### config.mk
export PLATFORM = sky130hd
export DESIGN_NAME = timer_cc
export DESIGN_NICKNAME = d
export VERILOG_FILES = /design/src/hdl/pin_sync.v /design/src/hdl/channel_output.v /design/src/hdl/timer_cc.v
export VERILOG_INCLUDE_DIRS = /design/src /design/src/hdl
export SDC_FILE = /design/constraint.sdc
export NUM_CORES = 1
export LEC_CHECK = 0
export ABC_AREA = 1
export BUFFER_PORTS_ARGS = -buffer_cell sky130_fd_sc_hd__buf_2
export CAP_MARGIN = 0
export CORE_UTILIZATION = 45
export DETAILED_ROUTE_END_ITERATION = 6
export HOLD_SLACK_MARGIN = 0.03
export PLACE_DENSITY_LB_ADDON = 0.15
export RECOVER_POWER = 50
export SYNTH_ARGS = -nofsm -noshare
export SYNTH_HDL_FRONTEND = slang
export SYNTH_HIERARCHICAL = 1
export SYNTH_SLANG_ARGS = --single-unit
### constraint.sdc
create_clock -name sys_clk -period 2.09 [get_ports sys_clk]
set_clock_uncertainty 0.05 [all_clocks]
set_input_delay 0.209 -clock sys_clk [delete_from_list [all_inputs] [get_ports sys_clk]]
set_output_delay 0.209 -clock sys_clk [all_outputs]
set_load 0.01 [all_outputs]
### src/hdl/timer_cc_consts.vh
/*
 * Constants of the two-channel timer capture/compare block.
 * Assumes it is included by bare name in every file that needs it.
 */
`ifndef TIMER_CC_CONSTS_VH
`define TIMER_CC_CONSTS_VH

// ********************
// Register word indices
// ********************
// Byte address is four times the index.
`define IDX_W 6
`define IDX_CTRL0 6'h25
`define IDX_VAL0_HI 6'h26
`define IDX_VAL0_LO 6'h27
`define IDX_CTRL1 6'h28
`define IDX_VAL1_HI 6'h29
`define IDX_VAL1_LO 6'h2A
`define IDX_STATUS 6'h30
`define IDX_MASK 6'h31

// ********************
// Channel control fields
// ********************
`define CTL_W 6
`define CTL_MAX 0
`define CTL_TOV 1
`define CTL_ELS_LO 2
`define CTL_ELS_HI 3
`define CTL_CCSEL 4
`define CTL_BUF 5
`define CTL_RESET 6'h00
// Only channel 0 owns the buffered mode bit.
`define CTL_MASK0 6'h3F
`define CTL_MASK1 6'h1F

// ********************
// Edge/level codes
// ********************
`define ELS_OFF 2'b00
`define ELS_RISE 2'b01
`define ELS_FALL 2'b10
`define ELS_ANY 2'b11

// ********************
// Reset values
// ********************
`define VAL_RESET 16'h0000
`define DAT_ZERO 32'h0000_0000
`define CH_RESET 2'b00

`endif

### src/hdl/pin_sync.v
/*
 * Two-flop synchroniser for one channel pin with edge pulses.
 * Assumes the pin is asynchronous to sys_clk.
 */
`timescale 1ns/1ps
`include "timer_cc_consts.vh"

// ********************
// Pin synchroniser
// ********************
module pin_sync (
    input wire sys_clk,
    input wire reset,
    input wire pin,
    output wire rise,
    output wire fall
);
    reg meta; // First stage, read only by the second stage.
    reg level; // Synchronised pin level.
    reg prev; // Level one cycle earlier, for edge detection.

    // A pin held high through reset shows one rising edge after release.
    always @(posedge sys_clk or posedge reset) begin
        if (reset) begin
            meta <= 1'b0;
            level <= 1'b0;
            prev <= 1'b0;
        end else begin
            meta <= pin;
            level <= meta;
            prev <= level;
        end
    end

    assign rise = level & ~prev;
    assign fall = ~level & prev;
endmodule // pin_sync

### src/hdl/channel_output.v
/*
 * Output stage of one channel: compare actions, overflow toggle,
 * full-duty forcing and preset level.
 * Assumes overflow and compare_hit are one-cycle sys_clk pulses.
 */
`timescale 1ns/1ps
`include "timer_cc_consts.vh"

// ********************
// Channel output stage
// ********************
module channel_output (
    input wire sys_clk,
    input wire reset,
    input wire [1:0] els,
    input wire out_mode,
    input wire preset_low,
    input wire tov,
    input wire max_duty,
    input wire enable,
    input wire overflow,
    input wire compare_hit,
    output reg pin_out,
    output reg pin_oe
);
    reg max_active; // Full duty as seen by the current period.
    wire full_level; // Level meaning 100% duty for this polarity.

    // Clear-on-compare gives polarity 1; set-on-compare polarity 0.
    assign full_level = (els != `ELS_ANY);

    // The pin is driven only as an enabled output with a nonzero code.
    always @(posedge sys_clk or posedge reset) begin
        if (reset) begin
            pin_out <= 1'b1;
            pin_oe <= 1'b0;
            max_active <= 1'b0;
        end else begin
            pin_oe <= enable & out_mode & (els != `ELS_OFF);
            // Full duty only changes at a period boundary.
            if (overflow) begin
                max_active <= max_duty & tov;
            end
            if (els == `ELS_OFF) begin
                // Preset level; the pin itself belongs to the port.
                pin_out <= ~preset_low;
            end else if (!out_mode) begin
                pin_out <= pin_out; // Capture channels hold the level.
            end else if (max_active) begin
                pin_out <= full_level;
            end else if (overflow && tov) begin
                // Overflow wins over a compare in the same cycle.
                pin_out <= ~pin_out;
            end else if (compare_hit) begin
                case (els)
                    `ELS_RISE: pin_out <= ~pin_out;
                    `ELS_FALL: pin_out <= 1'b0;
                    default: pin_out <= 1'b1;
                endcase
            end
        end
    end
endmodule // channel_output

### src/hdl/timer_cc.v
/*
 * Two-channel capture/compare section of a 16-bit timer, with a
 * classic Wishbone register slave and a level interrupt.
 * Assumes the shared counter, its tick and overflow pulses and the
 * stop level come from logic on sys_clk; pins are asynchronous.
 */
// The implementer's own choice: the Wishbone register port.
`timescale 1ns/1ps
`include "timer_cc_consts.vh"
// Function
// - Edge select picks the active capture edge.
// - Edge select picks the compare output action.
// - Code 00 leaves the pin to the port.
// - Reset clears both edge select bits.
// - Toggle on overflow inverts the output pin.
// - Toggle bit ignored on capture; reset clears.
// - Overflow beats compare in the same cycle.
// - Full-duty bit forces 100% with toggle set.
// - Full-duty change waits for next period.
// - Full duty level follows the PWM polarity.
// - Each channel holds a 16-bit value.
// - High byte read blocks capture until low.
// - High byte write blocks compare until low.
// - Codes select rising, falling, any edge action.
// - Flag set on capture edge or match.

// ********************
// Top module
// ********************
module timer_cc (
    input wire sys_clk,
    input wire reset,
    input wire wb_cyc_i,
    input wire wb_stb_i,
    input wire wb_we_i,
    input wire [7:0] wb_adr_i,
    input wire [3:0] wb_sel_i,
    input wire [31:0] wb_dat_i,
    output reg [31:0] wb_dat_o,
    output reg wb_ack_o,
    input wire [15:0] counter_value,
    input wire counter_tick,
    input wire counter_overflow,
    input wire counter_stopped,
    input wire [1:0] channel_pin_in,
    output wire [1:0] channel_pin_out,
    output wire [1:0] channel_pin_oe,
    output reg irq
);
    // Number of channels; the register map is laid out for two.
    localparam CHANNELS = 2;

    // ********************
    // Bus decode
    // ********************

    wire [`IDX_W-1:0] idx; // Word index of the current access.
    wire req; // A new request, taken in the cycle before ack.
    wire wr; // Write that reaches the low byte lane.
    wire rd; // Read request.

    assign idx = wb_adr_i[7:2];
    // Each access is acknowledged once, one cycle after it is taken.
    assign req = wb_cyc_i & wb_stb_i & ~wb_ack_o;
    assign wr = req & wb_we_i & wb_sel_i[0];
    assign rd = req & ~wb_we_i;

    // ********************
    // Shared state
    // ********************

    reg [1:0] mask; // Interrupt mask, one bit per channel.
    reg buf_src; // Channel whose value was completed last.
    reg [15:0] shadow; // Compare value used in buffered mode.
    reg [31:0] next_dat; // Read data for the current request.

    wire [CHANNELS*`CTL_W-1:0] ctrl_bus; // Control of all channels.
    wire [CHANNELS*16-1:0] value_bus; // Values of all channels.
    wire [CHANNELS-1:0] flag_bus; // Event flags of all channels.
    wire buffered; // Channel 0 runs buffered and owns channel 1.

    assign buffered = ctrl_bus[`CTL_BUF];

    // ********************
    // Per-channel logic
    // ********************

    genvar i;
    generate
        for (i = 0; i < CHANNELS; i = i + 1) begin : ch
            // Register indices of this channel.
            localparam [`IDX_W-1:0] CTL_IDX = (i == 0) ? `IDX_CTRL0 : `IDX_CTRL1;
            localparam [`IDX_W-1:0] HI_IDX = (i == 0) ? `IDX_VAL0_HI : `IDX_VAL1_HI;
            localparam [`IDX_W-1:0] LO_IDX = (i == 0) ? `IDX_VAL0_LO : `IDX_VAL1_LO;
            localparam [`CTL_W-1:0] CTL_MASK = (i == 0) ? `CTL_MASK0 : `CTL_MASK1;

            reg [`CTL_W-1:0] ctrl; // Mode, edge/level, toggle, full duty.
            reg [15:0] value; // Captured or compare value.
            reg read_lock; // Captures blocked after a high byte read.
            reg write_lock; // Compares blocked after a high byte write.
            reg flag; // Sticky channel event flag.

            wire [1:0] els; // Edge/level select code.
            wire disabled; // Channel 1 is given back to the port.
            wire out_mode; // Output compare or PWM.
            wire capture_mode; // Active input capture.
            wire rise; // Synchronised rising edge.
            wire fall; // Synchronised falling edge.
            wire active_edge; // Edge chosen by the select code.
            wire capture; // Capture event this cycle.
            wire [15:0] cmp_val; // Value the counter is compared with.
            wire compare_hit; // Compare event this cycle.
            wire flag_clear; // Write of one to this status bit.

            assign els = ctrl[`CTL_ELS_HI:`CTL_ELS_LO];
            assign disabled = (i != 0) && buffered;
            assign out_mode = ctrl[`CTL_CCSEL] | ((i == 0) && buffered);
            assign capture_mode = ~out_mode & (els != `ELS_OFF) & ~disabled;

            // The pin is synchronised before any logic reads it.
            pin_sync sync (
                .sys_clk(sys_clk),
                .reset(reset),
                .pin(channel_pin_in[i]),
                .rise(rise),
                .fall(fall)
            );

            // Code 01 rising, 10 falling, 11 both edges.
            assign active_edge = (els[0] & rise) | (els[1] & fall);
            // A stopped counter inhibits capture as well.
            assign capture = capture_mode & active_edge & ~read_lock & ~counter_stopped;
            assign cmp_val = ((i == 0) && buffered) ? shadow : value;
            // Matching only on a counter tick keeps one event per count.
            assign compare_hit = out_mode & ~disabled & ~write_lock & counter_tick
                & (counter_value == cmp_val);
            assign flag_clear = wr & (idx == `IDX_STATUS) & wb_dat_i[i];

            // Control register; reset clears edge, toggle and duty bits.
            always @(posedge sys_clk or posedge reset) begin
                if (reset) begin
                    ctrl <= `CTL_RESET;
                end else if (wr && idx == CTL_IDX) begin
                    ctrl <= wb_dat_i[`CTL_W-1:0] & CTL_MASK;
                end
            end

            // Value register: a bus write overrides a capture in the same cycle.
            always @(posedge sys_clk or posedge reset) begin
                if (reset) begin
                    value <= `VAL_RESET;
                end else if (wr && idx == HI_IDX) begin
                    value[15:8] <= wb_dat_i[7:0];
                end else if (wr && idx == LO_IDX) begin
                    value[7:0] <= wb_dat_i[7:0];
                end else if (capture) begin
                    value <= counter_value;
                end
            end

            // Byte coherency locks for capture reads and compare writes.
            always @(posedge sys_clk or posedge reset) begin
                if (reset) begin
                    read_lock <= 1'b0;
                    write_lock <= 1'b0;
                end else begin
                    if (rd && idx == LO_IDX) begin
                        read_lock <= 1'b0;
                    end else if (rd && idx == HI_IDX && !out_mode) begin
                        read_lock <= 1'b1;
                    end
                    if (wr && idx == LO_IDX) begin
                        write_lock <= 1'b0;
                    end else if (wr && idx == HI_IDX && out_mode) begin
                        write_lock <= 1'b1;
                    end
                end
            end

            // Event flag: a new event wins over a clear in the same cycle.
            always @(posedge sys_clk or posedge reset) begin
                if (reset) begin
                    flag <= 1'b0;
                end else if (capture || compare_hit) begin
                    flag <= 1'b1;
                end else if (flag_clear) begin
                    flag <= 1'b0;
                end
            end

            // Pin drive: compare actions, overflow toggle and full duty.
            channel_output out (
                .sys_clk(sys_clk),
                .reset(reset),
                .els(els),
                .out_mode(out_mode),
                .preset_low(ctrl[`CTL_CCSEL]),
                .tov(ctrl[`CTL_TOV]),
                .max_duty(ctrl[`CTL_MAX]),
                .enable(~disabled),
                .overflow(counter_overflow),
                .compare_hit(compare_hit),
                .pin_out(channel_pin_out[i]),
                .pin_oe(channel_pin_oe[i])
            );

            assign ctrl_bus[i*`CTL_W +: `CTL_W] = ctrl;
            assign value_bus[i*16 +: 16] = value;
            assign flag_bus[i] = flag;
        end
    endgenerate

    // ********************
    // Buffered compare
    // ********************

    // The shadow is reloaded only at overflow, so a new duty never
    // lands in the middle of a period; the last completed value wins.
    always @(posedge sys_clk or posedge reset) begin
        if (reset) begin
            buf_src <= 1'b0;
            shadow <= `VAL_RESET;
        end else begin
            if (wr && idx == `IDX_VAL0_LO) begin
                buf_src <= 1'b0;
            end else if (wr && idx == `IDX_VAL1_LO) begin
                buf_src <= 1'b1;
            end
            if (counter_overflow) begin
                shadow <= buf_src ? value_bus[31:16] : value_bus[15:0];
            end
        end
    end

    // ********************
    // Interrupt
    // ********************

    // Mask register; the interrupt is registered, so it lags the flag by a cycle.
    always @(posedge sys_clk or posedge reset) begin
        if (reset) begin
            mask <= `CH_RESET;
            irq <= 1'b0;
        end else begin
            if (wr && idx == `IDX_MASK) begin
                mask <= wb_dat_i[1:0];
            end
            irq <= |(flag_bus & mask);
        end
    end

    // ********************
    // Read mux
    // ********************

    // Narrow registers sit in the low bits; unmapped words read zero.
    always @* begin
        next_dat = `DAT_ZERO;
        case (idx)
            `IDX_CTRL0: next_dat[`CTL_W-1:0] = ctrl_bus[5:0];
            `IDX_CTRL1: next_dat[`CTL_W-1:0] = ctrl_bus[11:6];
            `IDX_VAL0_HI: next_dat[7:0] = value_bus[15:8];
            `IDX_VAL0_LO: next_dat[7:0] = value_bus[7:0];
            `IDX_VAL1_HI: next_dat[7:0] = value_bus[31:24];
            `IDX_VAL1_LO: next_dat[7:0] = value_bus[23:16];
            `IDX_STATUS: next_dat[1:0] = flag_bus;
            `IDX_MASK: next_dat[1:0] = mask;
            default: next_dat = `DAT_ZERO;
        endcase
    end

    // ********************
    // Bus answer
    // ********************

    // Every request, mapped or not, is answered after one wait-free cycle.
    always @(posedge sys_clk or posedge reset) begin
        if (reset) begin
            wb_ack_o <= 1'b0;
            wb_dat_o <= `DAT_ZERO;
        end else begin
            wb_ack_o <= req;
            if (rd) begin
                wb_dat_o <= next_dat;
            end
        end
    end
endmodule // timer_cc

==> results.toml, run 1 <==
[status]
status = "finished clean"

[layout]
final_cell_count_no_fill = 1090
antennaDiodeCount = 0
areaGrowthSynthToFinish_pct = 13.0
fraction_of_final_layout_cells_sized_beyond_drive_strength_1_pct = 14.2
seq_area_sq_um = 2250
final_design_area_no_fill_sq_um = 6460
multi_input_comb_area_sq_um = 2890
nets = 987
num-fill-cells = 1275
layout.cells.most_common_list = "sky130_fd_sc_hd__nand2_1 (323), sky130_fd_sc_hd__dfrtp_1 (88), sky130_fd_sc_hd__nor2_1 (86)"
layout.cells.most_common = "sky130_fd_sc_hd__nand2_1"

[job]
drv_cap = 0

[synth]
synthAdderAreaFrac_pct = 0
synth_warnings = 6
yosys.cell_types.count = 36
synth-edff-count = 0
async_flop_share_pct = 100
synth_top_area_cell = "sky130_fd_sc_hd__dfrtp_1"
yosys.area.top_type_share_pct = 38.5
synth.area.mux_share_pct = 0
post_synthesis_sequential_area_ratio_pct = 39.5
synth_ff_type = "sky130_fd_sc_hd__dfrtp_1"
postSynthCellCount = 847
synth_simple_gate_area_share_pct = 36.5
netlist_top_cells_area = "sky130_fd_sc_hd__dfrtp_1 (39%), sky130_fd_sc_hd__nand2_1 (21%), sky130_fd_sc_hd__nor2_1 (5.6%)"
synth-compound-area-share_pct = 11.1
post_synth_instance_area_sq_um = 5710
combinational_family_with_the_most_area_after_synthesis = "simple AND/OR/NAND/NOR gates"
synth_area_per_cell_sq_um = 6.75
synth_area_in_xor_xnor_pct = 1.23
synth_seq_cells = 90

[power_and_ir_drop]
sw_frac_of_total_pct = 31.8
cellInternalPower_uw = 3010
fin_total_pwr_uw = 4420
seq_power_share_pct = 46.4
pwr-share-clk_pct = 35.5
netSwitchingPower_uw = 1410
vdd_ir_drop_max_mv = 0.378
leakagePower_uw = 0.00339
power.density_cell_area_nw_per_um2 = 685
comb_power_share_pct = 18.1

[sta]
slew_headroom_pct = 22.5
worst_slew_pin_slew_ns = 1.16
finalHoldViolCount = 0
fmax_mhz = 524
period_share_pct = 91.3
layout_setup_ws_ns = 0.181
rsz_0062_raised_after_global_routing = "false"
finalWorstPathRequiredPeriod_ns = 1.91
final-max-slew-violation-count = 0
tns_ns = 0
final-setup-viol-count = 0

[placed_design]
placedInstanceArea_sq_um = 6180
numPortBuffers = 54
detailed_placement_wirelength_estimate_um = 13300
cells_after_dpl = 1071
pre_cts_ws_ns = 0.204
gp_congestion = 0.945

[floorplan]
start_util_pct = 46.8
floorplan_core_area_sq_um = 12200
num_rows = 40
ios = 108
fp.dieW_um = 115
floorplan.die_area_sq_um = 13200
die_y_um = 115

[cts]
clock_tree.buffer_depth = 2
cts_num_sinks = 90
tritoncts = "built"
cts_root_buf = "sky130_fd_sc_hd__clkbuf_16"
insertion_delay_ns = 0.35
cts-buffers-inserted = 9
clk_pin_slew_ns = 0.07
cts.repair_timing.setup_buffer_count = 0
cts_htree_levels = 3

[routing]
drt_iter0_markers = 522
vias_per_cell = 5.10
route.vias.total = 5564
detail_route.wl_per_cell_um = 16.1
postRouteWirelength_um = 17500
detailedRoute.firstPassIterationCount = 7
detail-route-antenna-nets = 0
remaining_drc_errors = 0

[critical_path]
setup.worst_path.start_class = "flop"
timing.critical_path.slowest_stage_cell = "sky130_fd_sc_hd__dfrtp_1"
worst-endpoint-required_ns = 2.34
max_fanout_on_critical_path = 11
timing_worst_setup_path_type = "reg2reg"
timing.critical_path.cells = "buf_4, nor2_2, nor2_1, nand2_1, nor2_1, nand2_1, nor2_1, nand3_1, inv_1, nor2_1, nand2_1, nand2_1, nor2_1, nand2_1, nand2_1"
cp_common_cell = "sky130_fd_sc_hd__nand2_1"
timing.critical_path.arrival_ns = 2.16
worst_stage_delay_on_the_critical_path_ns = 0.40
crit_path_end_kind = "flop"

[grt]
grt_pass1_vias = 5024
maximum_number_of_pins_on_one_net_before_global_route_repair = 43
grt_remaining_overflow = 0
wire_length_of_the_first_global_routing_pass_um = 27700
grt_use_total_pct = 28.7
grt_antenna_before_repair = 0

[hold_path]
worst_hold_path_type = "in2reg"
## worst paths after layout
check | slack [ns] | end | cells after the start | from
min in group asynchronous | 0.30 | ch[0].sync/meta | 3 | reset
setup reg to reg | 0.18 | ch[0].out/pin_out | 15 | ch[0].ctrl[5]
max in group asynchronous | 0.32 | ch[0].value[13] | 4 | reset
setup / recovery | 0.18 | ch[0].out/pin_out | 15 | ch[0].ctrl[5]
hold / removal | 0.05 | wb_ack_o | 3 | wb_stb_i
hold reg to reg | 0.30 | ch[0].sync/level | 0 | ch[0].sync/meta
## cells by family (layout without fill, tap and decap cells)
group | count (synthesis) | count (layout)
buffers and inverters | 140 | 192
XOR/XNOR | 8 | 8
AND/OR/NAND/NOR | 495 | 495
AO/OA/AOI/OAI | 112 | 112
other | 2 | 25
flip-flops | 90 | 90
## what timing repair did
| item | CTS | global route |
|---|---|---|
| hold buffers | 3 | 0 |
| setup endpoints to repair | 0 | 1 |
| endpoints found under the hold margin | 21 | 0 |
| gates resized for setup | 0 | 1 |
## power by group through the flow
| stage | Clock [uW] | Combinational, uW | Sequential (uW) |
|---|---|---|---|
| 3_5_place_dp | 0 | 791 | 2080 |
| 3_3_place_gp | 0 | 785 | 2080 |
| 2_1_floorplan | 0 | 553 | 2050 |
| 6_report | 1570 | 798 | 2050 |
| 4_1_cts | 1590 | 800 | 2050 |
| 5_1_grt | 1660 | 902 | 2080 |
## routing by layer
layer  GRT usage (%)  up-vias  share of wire [%]
met1            41.5     2555                 46
met2            43.7      235                 43
met4            10.4        0                2.3
met3            4.08       34                8.3
met5               0        -                  0
li1                -     2740                  -
## worst max-delay path: cells and delay by family, from the launching register on
| kind | cells | cell delay, ns |
|---|---|---|
| and+or+nand+nor | 13 | 1.08 |
| DFF | 1 | 0.40 |
| buffers and inverters | 2 | 0.31 |
## sequential cells by signal, summed over array words and instances, names as in the netlist
register           cells
wb_ack_o               1
mask                   2
ch.ctrl               11
ch.read_lock           2
shadow                16
ch.cmp_val            16
ch.flag                2
ch.out/pin_oe          2
ch.sync/meta           2
ch.out/pin_out         2
irq                    1
ch.write_lock          2
buf_src                1
ch.value              16
ch.sync/prev           2
wb_dat_o               8
ch.sync/level          2
ch.out/max_active      2
## cell type report
| type | instances | area share, % |
|---|---|---|
| Timing Repair Buffer | 79 | 7.02 |
| Clock inverter | 6 | 0.756 |
| Sequential cell | 90 | 34.9 |
| Clock buffer | 10 | 3.55 |
| Multi-Input combinational cell | 640 | 44.8 |
| Inverter | 97 | 5.70 |
| Tap cell | 168 | 3.26 |
## synth_stat cells, drive strengths merged, types with 2 or more instances
cell type,instances
a21oi,13
a31oi,9
buf,36
clkbuf,7
conb,2
dfrtp,88
dfstp,2
inv,97
nand2,334
nand3,48
nand3b,2
nand4,4
nor2,101
nor3,2
nor3b,3
o21ai,77
o22ai,10
xnor2,4
xor2,4
## metrics by stage
step / utilization (%) / hold WS (ns)
floorplan: - / -0.0881
global placement: 50.6 / 0.0949
detailed placement: 50.6 / 0.0981
CTS: 53.1 / 0.0418
global route: 52.9 / 0.0636
finish: 52.9 / 0.0473
Note: power is estimated with default switching activity, not from simulation.
==> run 2, diff against run 1 <==
--- a/config.mk
+++ b/config.mk
@@ -10,7 +10,9 @@
 export BUFFER_PORTS_ARGS = -buffer_cell sky130_fd_sc_hd__buf_2
 export CAP_MARGIN = 0
 export CORE_UTILIZATION = 45
+export CTS_CLUSTER_SIZE = 10
 export DETAILED_ROUTE_END_ITERATION = 6
+export GPL_TIMING_DRIVEN = 0
 export HOLD_SLACK_MARGIN = 0.03
 export PLACE_DENSITY_LB_ADDON = 0.15
 export RECOVER_POWER = 50
==> results.toml, run 2 (synthesized netlist as in run 1, its figures left out) <==
[job]
drv_cap = 0

[floorplan]
floorplan.die_area_sq_um = 13200
start_util_pct = 46.8
ios = 108
floorplan_core_area_sq_um = 12200
fp.dieW_um = 115
die_y_um = 115
num_rows = 40

[grt]
wire_length_of_the_first_global_routing_pass_um = 29600
grt_use_total_pct = 30.8
maximum_number_of_pins_on_one_net_before_global_route_repair = 40
grt_antenna_before_repair = 0
grt_remaining_overflow = 0
grt_pass1_vias = 5332

[layout]
nets = 1017
fraction_of_final_layout_cells_sized_beyond_drive_strength_1_pct = 18.5
areaGrowthSynthToFinish_pct = 20.0
antennaDiodeCount = 0
num-fill-cells = 1240
final_design_area_no_fill_sq_um = 6860
layout.cells.most_common = "sky130_fd_sc_hd__nand2_1"
layout.cells.most_common_list = "sky130_fd_sc_hd__nand2_1 (318), sky130_fd_sc_hd__dfrtp_1 (88), sky130_fd_sc_hd__inv_1 (82)"

[sta]
hold_ws_ns = 0.0555
tns_ns = 0
finalHoldViolCount = 0
final-setup-viol-count = 0
finalWorstPathRequiredPeriod_ns = 1.99
final-max-slew-violation-count = 0
worst_slew_pin_slew_ns = 1.03
period_share_pct = 95.1
slew_headroom_pct = 31.4
fmax_mhz = 503

[critical_path]
timing.critical_path.arrival_ns = 2.24
setup.worst_path.start_class = "flop"
worst-endpoint-required_ns = 2.34
crit_path_end_kind = "flop"
max_fanout_on_critical_path = 7
timing_worst_setup_path_type = "reg2reg"

[routing]
route.vias.total = 5859
vias_per_cell = 5.23
detailed_routed_wire_length_on_met2_um = 8010
detailedRoute.firstPassIterationCount = 4
detail_route.wl_per_cell_um = 17.0
wirelength_met1_um = 8210
remaining_drc_errors = 0
topRoutingLayerUsed = "met4"
drt_iter0_markers = 704
postRouteWirelength_um = 19000
detail-route-antenna-nets = 0
met3_wirelength_um = 2100

[placed_design]
placedInstanceArea_sq_um = 6320
numPortBuffers = 54
gp_congestion = 0.968
detailed_placement_wirelength_estimate_um = 14100

[cts]
clock_tree.buffer_depth = 2
cts-buffers-inserted = 9
cts_htree_levels = 3
insertion_delay_ns = 0.35
tritoncts = "built"
cts_root_buf = "sky130_fd_sc_hd__clkbuf_16"
clk_pin_slew_ns = 0.07
cts_num_sinks = 90

[power_and_ir_drop]
leakagePower_uw = 0.00360
power.density_cell_area_nw_per_um2 = 694
vdd_ir_drop_max_mv = 0.383

[hold_path]
worst_hold_path_type = "in2reg"

[status]
status = "finished clean"
[run 2: final timing paths]
path	start	depth (start not counted)	to	slack, ns
setup reg to reg	ch[0].ctrl[5]	17	ch[0].out/pin_out	0.10
min in group asynchronous	reset	3	ch[1].ctrl[2]	0.31
hold reg to reg	ch[1].sync/meta	0	ch[1].sync/level	0.30
setup / recovery	ch[0].ctrl[5]	17	ch[0].out/pin_out	0.10
max in group asynchronous	reset	5	ch[1].cmp_val[14]	0.40
hold / removal	wb_stb_i	3	wb_ack_o	0.06
[run 2: what timing repair did]
action,CTS,global route
pin swaps,1,10
hold buffers,3,0
endpoints found under the setup margin,2,6
buffers inserted,0,6
gates cloned,0,2
gates resized for setup,12,24
endpoints found under the hold margin,53,0
[run 2: worst max-delay path, cell delays in order (launching register included)]
cell	delay [ns]
sky130_fd_sc_hd__dfrtp_1	0.38
sky130_fd_sc_hd__buf_8	0.16
sky130_fd_sc_hd__buf_4	0.14
sky130_fd_sc_hd__nand2_1	0.07
sky130_fd_sc_hd__nand2_1	0.05
sky130_fd_sc_hd__nand2_1	0.08
sky130_fd_sc_hd__nand2_2	0.09
sky130_fd_sc_hd__nor2_2	0.12
sky130_fd_sc_hd__nand2_1	0.07
sky130_fd_sc_hd__nor2_2	0.16
sky130_fd_sc_hd__nand3_2	0.14
sky130_fd_sc_hd__inv_2	0.06
sky130_fd_sc_hd__nor2_1	0.03
sky130_fd_sc_hd__nand2_1	0.05
sky130_fd_sc_hd__nand2_1	0.06
sky130_fd_sc_hd__nor2_1	0.10
sky130_fd_sc_hd__nand2_1	0.05
sky130_fd_sc_hd__nand2_1	0.06
[run 2: metal layers]
metal / track usage (%) / vias up
met5: 0 / -
met4: 15.3 / 0
met3: 5.93 / 48
met2: 44.4 / 324
met1: 44.1 / 2673
li1: - / 2814
[run 2: final cells by class]
type,count,area [sq um],share of cell area (%)
Multi-Input combinational cell,640,2960,43.1
Sequential cell,90,2250,32.9
Timing Repair Buffer,66,385,5.62
Inverter,97,383,5.58
Buffer,42,329,4.80
Clock buffer,11,243,3.54
Tap cell,168,210,3.07
Clock inverter,5,86.3,1.26
Timing Repair inverter,1,8.76,0.128
[run 2: where the power goes]
group          internal [uW]  total [uW]  switching, uW
Combinational            326         865            539
Sequential              1910        2070            156
Clock                   1090        1830            735
Total                   3330        4760           1430
[run 2: per-stage QoR]
stage	setup WS (ns)	cells	util [%]	total power (uW)
finish	0.103	1120	56.1	4760
global route	-0.0260	1120	56.1	4960
CTS	0.0116	1113	55.1	4720
detailed placement	-0.293	1094	51.8	2900
global placement	-0.307	1092	51.5	2880
floorplan	0.397	870	-	2600
==> run 3, diff against run 2 <==
--- a/config.mk
+++ b/config.mk
@@ -9,13 +9,13 @@
 export ABC_AREA = 1
 export BUFFER_PORTS_ARGS = -buffer_cell sky130_fd_sc_hd__buf_2
 export CAP_MARGIN = 0
-export CORE_UTILIZATION = 45
+export CORE_UTILIZATION = 51
 export CTS_CLUSTER_SIZE = 10
 export DETAILED_ROUTE_END_ITERATION = 6
 export GPL_TIMING_DRIVEN = 0
 export HOLD_SLACK_MARGIN = 0.03
 export PLACE_DENSITY_LB_ADDON = 0.15
-export RECOVER_POWER = 50
+export REMOVE_ABC_BUFFERS = 1
 export SYNTH_ARGS = -nofsm -noshare
 export SYNTH_HDL_FRONTEND = slang
 export SYNTH_HIERARCHICAL = 1
==> results.toml, run 3 (synthesized netlist as in run 1, its figures left out) <==
[sta]
slew_headroom_pct = 46.9
finalWorstPathRequiredPeriod_ns = 2.11
rsz_0062_raised_after_global_routing = "true"
worst_slew_pin_slew_ns = 0.796
final-setup-viol-count = 1
fmax_mhz = 473
period_share_pct = 101
final-max-slew-violation-count = 0
finalHoldViolCount = 0
layout_setup_ws_ns = -0.0220

[critical_path]
max_fanout_on_critical_path = 6
crit_path_end_kind = "flop"
timing.critical_path.arrival_ns = 2.39
reg2reg_to = "ch[0].out/pin_out"
setup.worst_path.start_class = "flop"
worst-endpoint-required_ns = 2.37
timing.reg2reg.worst_path_depth = 18
timing_worst_setup_path_type = "reg2reg"
rr_startpoint = "ch[0].ctrl[5]"
reg2reg_slack_ns = -0.02
timing.critical_path.from = "ch[0].ctrl[5]"
crit_end = "ch[0].out/pin_out"

[floorplan]
ios = 108
floorplan.die_area_sq_um = 11600
fp.dieW_um = 108
die_y_um = 108
num_rows = 38
start_util_pct = 52.5
floorplan_core_area_sq_um = 10900

[cts]
cts_num_sinks = 90
tritoncts = "built"
insertion_delay_ns = 0.39
cts_root_buf = "sky130_fd_sc_hd__clkbuf_8"
clk_pin_slew_ns = 0.09
cts-buffers-inserted = 9
cts_htree_levels = 3
clock_tree.buffer_depth = 2

[grt]
grt_antenna_before_repair = 0
grt_pass1_vias = 5094
grt_remaining_overflow = 0
grt_use_total_pct = 32.2
wire_length_of_the_first_global_routing_pass_um = 27400
maximum_number_of_pins_on_one_net_before_global_route_repair = 51

[routing]
drt_iter0_markers = 681
vias_per_cell = 5.48
detail-route-antenna-nets = 0
detail_route.wl_per_cell_um = 17.6
postRouteWirelength_um = 18500
route.vias.total = 5775
remaining_drc_errors = 0
detailedRoute.firstPassIterationCount = 5

[power_and_ir_drop]
cellInternalPower_uw = 2680
seq_power_share_pct = 50.8
vdd_ir_drop_max_mv = 0.376
comb_power_share_pct = 20.2
leakagePower_uw = 0.00339
pwr-share-clk_pct = 29.0
fin_total_pwr_uw = 4060
sw_frac_of_total_pct = 34.1
netSwitchingPower_uw = 1380
power.density_cell_area_nw_per_um2 = 627

[layout]
fraction_of_final_layout_cells_sized_beyond_drive_strength_1_pct = 16.5
antennaDiodeCount = 0
layout.cells.most_common = "sky130_fd_sc_hd__nand2_1"
areaGrowthSynthToFinish_pct = 13.4
nets = 979
layout.cells.most_common_list = "sky130_fd_sc_hd__nand2_1 (317), sky130_fd_sc_hd__dfrtp_1 (87), sky130_fd_sc_hd__inv_1 (82)"

[hold_path]
worst_hold_startpoint = "wb_cyc_i"
worst_hold_path_type = "in2reg"

[placed_design]
numPortBuffers = 54
detailed_placement_wirelength_estimate_um = 12900
gp_congestion = 0.921
pre_cts_ws_ns = -0.878

[status]
status = "complete, but fails checks"
failed_checks = "negative setup slack"

[job]
drv_cap = 0
[run 3: worst min path at each step]
stage	to	slack, ns	cells after the start
floorplan	ch[0].out/max_active	-0.09	1
global placement	ch[1].sync/meta	0.07	2
detailed placement	ch[1].sync/meta	0.09	2
CTS	wb_ack_o	0.03	3
global route	ch[1].cmp_val[11]	0.07	3
finish	wb_ack_o	0.04	3
[run 3: final cells by class]
class | count | area, sq um
clock buffers | 11 | 141
multi-input cells | 641 | 2990
clock inverters | 5 | 38.8
well taps | 140 | 175
flip-flops and latches | 90 | 2260
inverters | 97 | 384
repair buffers | 70 | 485
fillers | 1050 | 4410
[run 3: metal layers]
metal  up-vias  share of wire [%]  track usage (%)  wire [um]
li1       2728                  -                -          -
met1      2702                 43             46.3       7950
met2       307                 45             49.0       8290
met3        38                9.7             4.30       1790
met4         0                2.8             12.6        515
met5         -                  0                0          0
[run 3: through the flow]
stage                     hold slack [ns]  util (%)  std cells  TNS, ns  cell area (sq um)
after CTS                          0.0344      57.4       1043        0               6240
final                              0.0376      59.5       1054  -0.0220               6480
after detailed placement           0.0943      54.9       1022    -5.14               5980
after global routing               0.0717      59.5       1054   -0.192               6480
after floorplan                   -0.0881         -        827   -12.79               5510
after global placement             0.0718      54.7       1021  -104.86               5950
[run 3: critical path: stages, from the launching register on]
cell and delay, ns:
sky130_fd_sc_hd__dfrtp_4 0.57, sky130_fd_sc_hd__buf_12 0.17, sky130_fd_sc_hd__buf_4 0.14, sky130_fd_sc_hd__nand2_1 0.08, sky130_fd_sc_hd__nand2_1 0.05, sky130_fd_sc_hd__nand2_1 0.07, sky130_fd_sc_hd__nand2_2 0.07, sky130_fd_sc_hd__nor2_1 0.10
sky130_fd_sc_hd__nand2_1 0.07, sky130_fd_sc_hd__nor2_2 0.13, sky130_fd_sc_hd__nand3_4 0.11, sky130_fd_sc_hd__inv_2 0.06, sky130_fd_sc_hd__nor2_1 0.03, sky130_fd_sc_hd__nand2_1 0.07, sky130_fd_sc_hd__nand2_2 0.06, sky130_fd_sc_hd__nand2_1 0.07
sky130_fd_sc_hd__nand2_1 0.05, sky130_fd_sc_hd__nand2_1 0.07, sky130_fd_sc_hd__nand2_1 0.05
[run 3: power by group through the flow]
stage          logic, uW  registers (uW)  clock network, uW
6_report             822            2060               1180
5_1_grt              919            2080               1230
4_1_cts              774            2060               1160
3_5_place_dp         756            2090                  0
3_3_place_gp         731            2080                  0
2_1_floorplan        504            2050                  0
[run 3: repair_timing]
| item | 4_1_cts | 5_1_grt |
|---|---|---|
| cloned | 0 | 1 |
| hold buffers | 4 | 0 |
| pin swaps | 0 | 18 |
| setup endpoints to repair | 34 | 31 |
| hold endpoints to repair | 43 | 0 |
| resized for setup | 10 | 29 |
| buffers inserted | 1 | 10 |
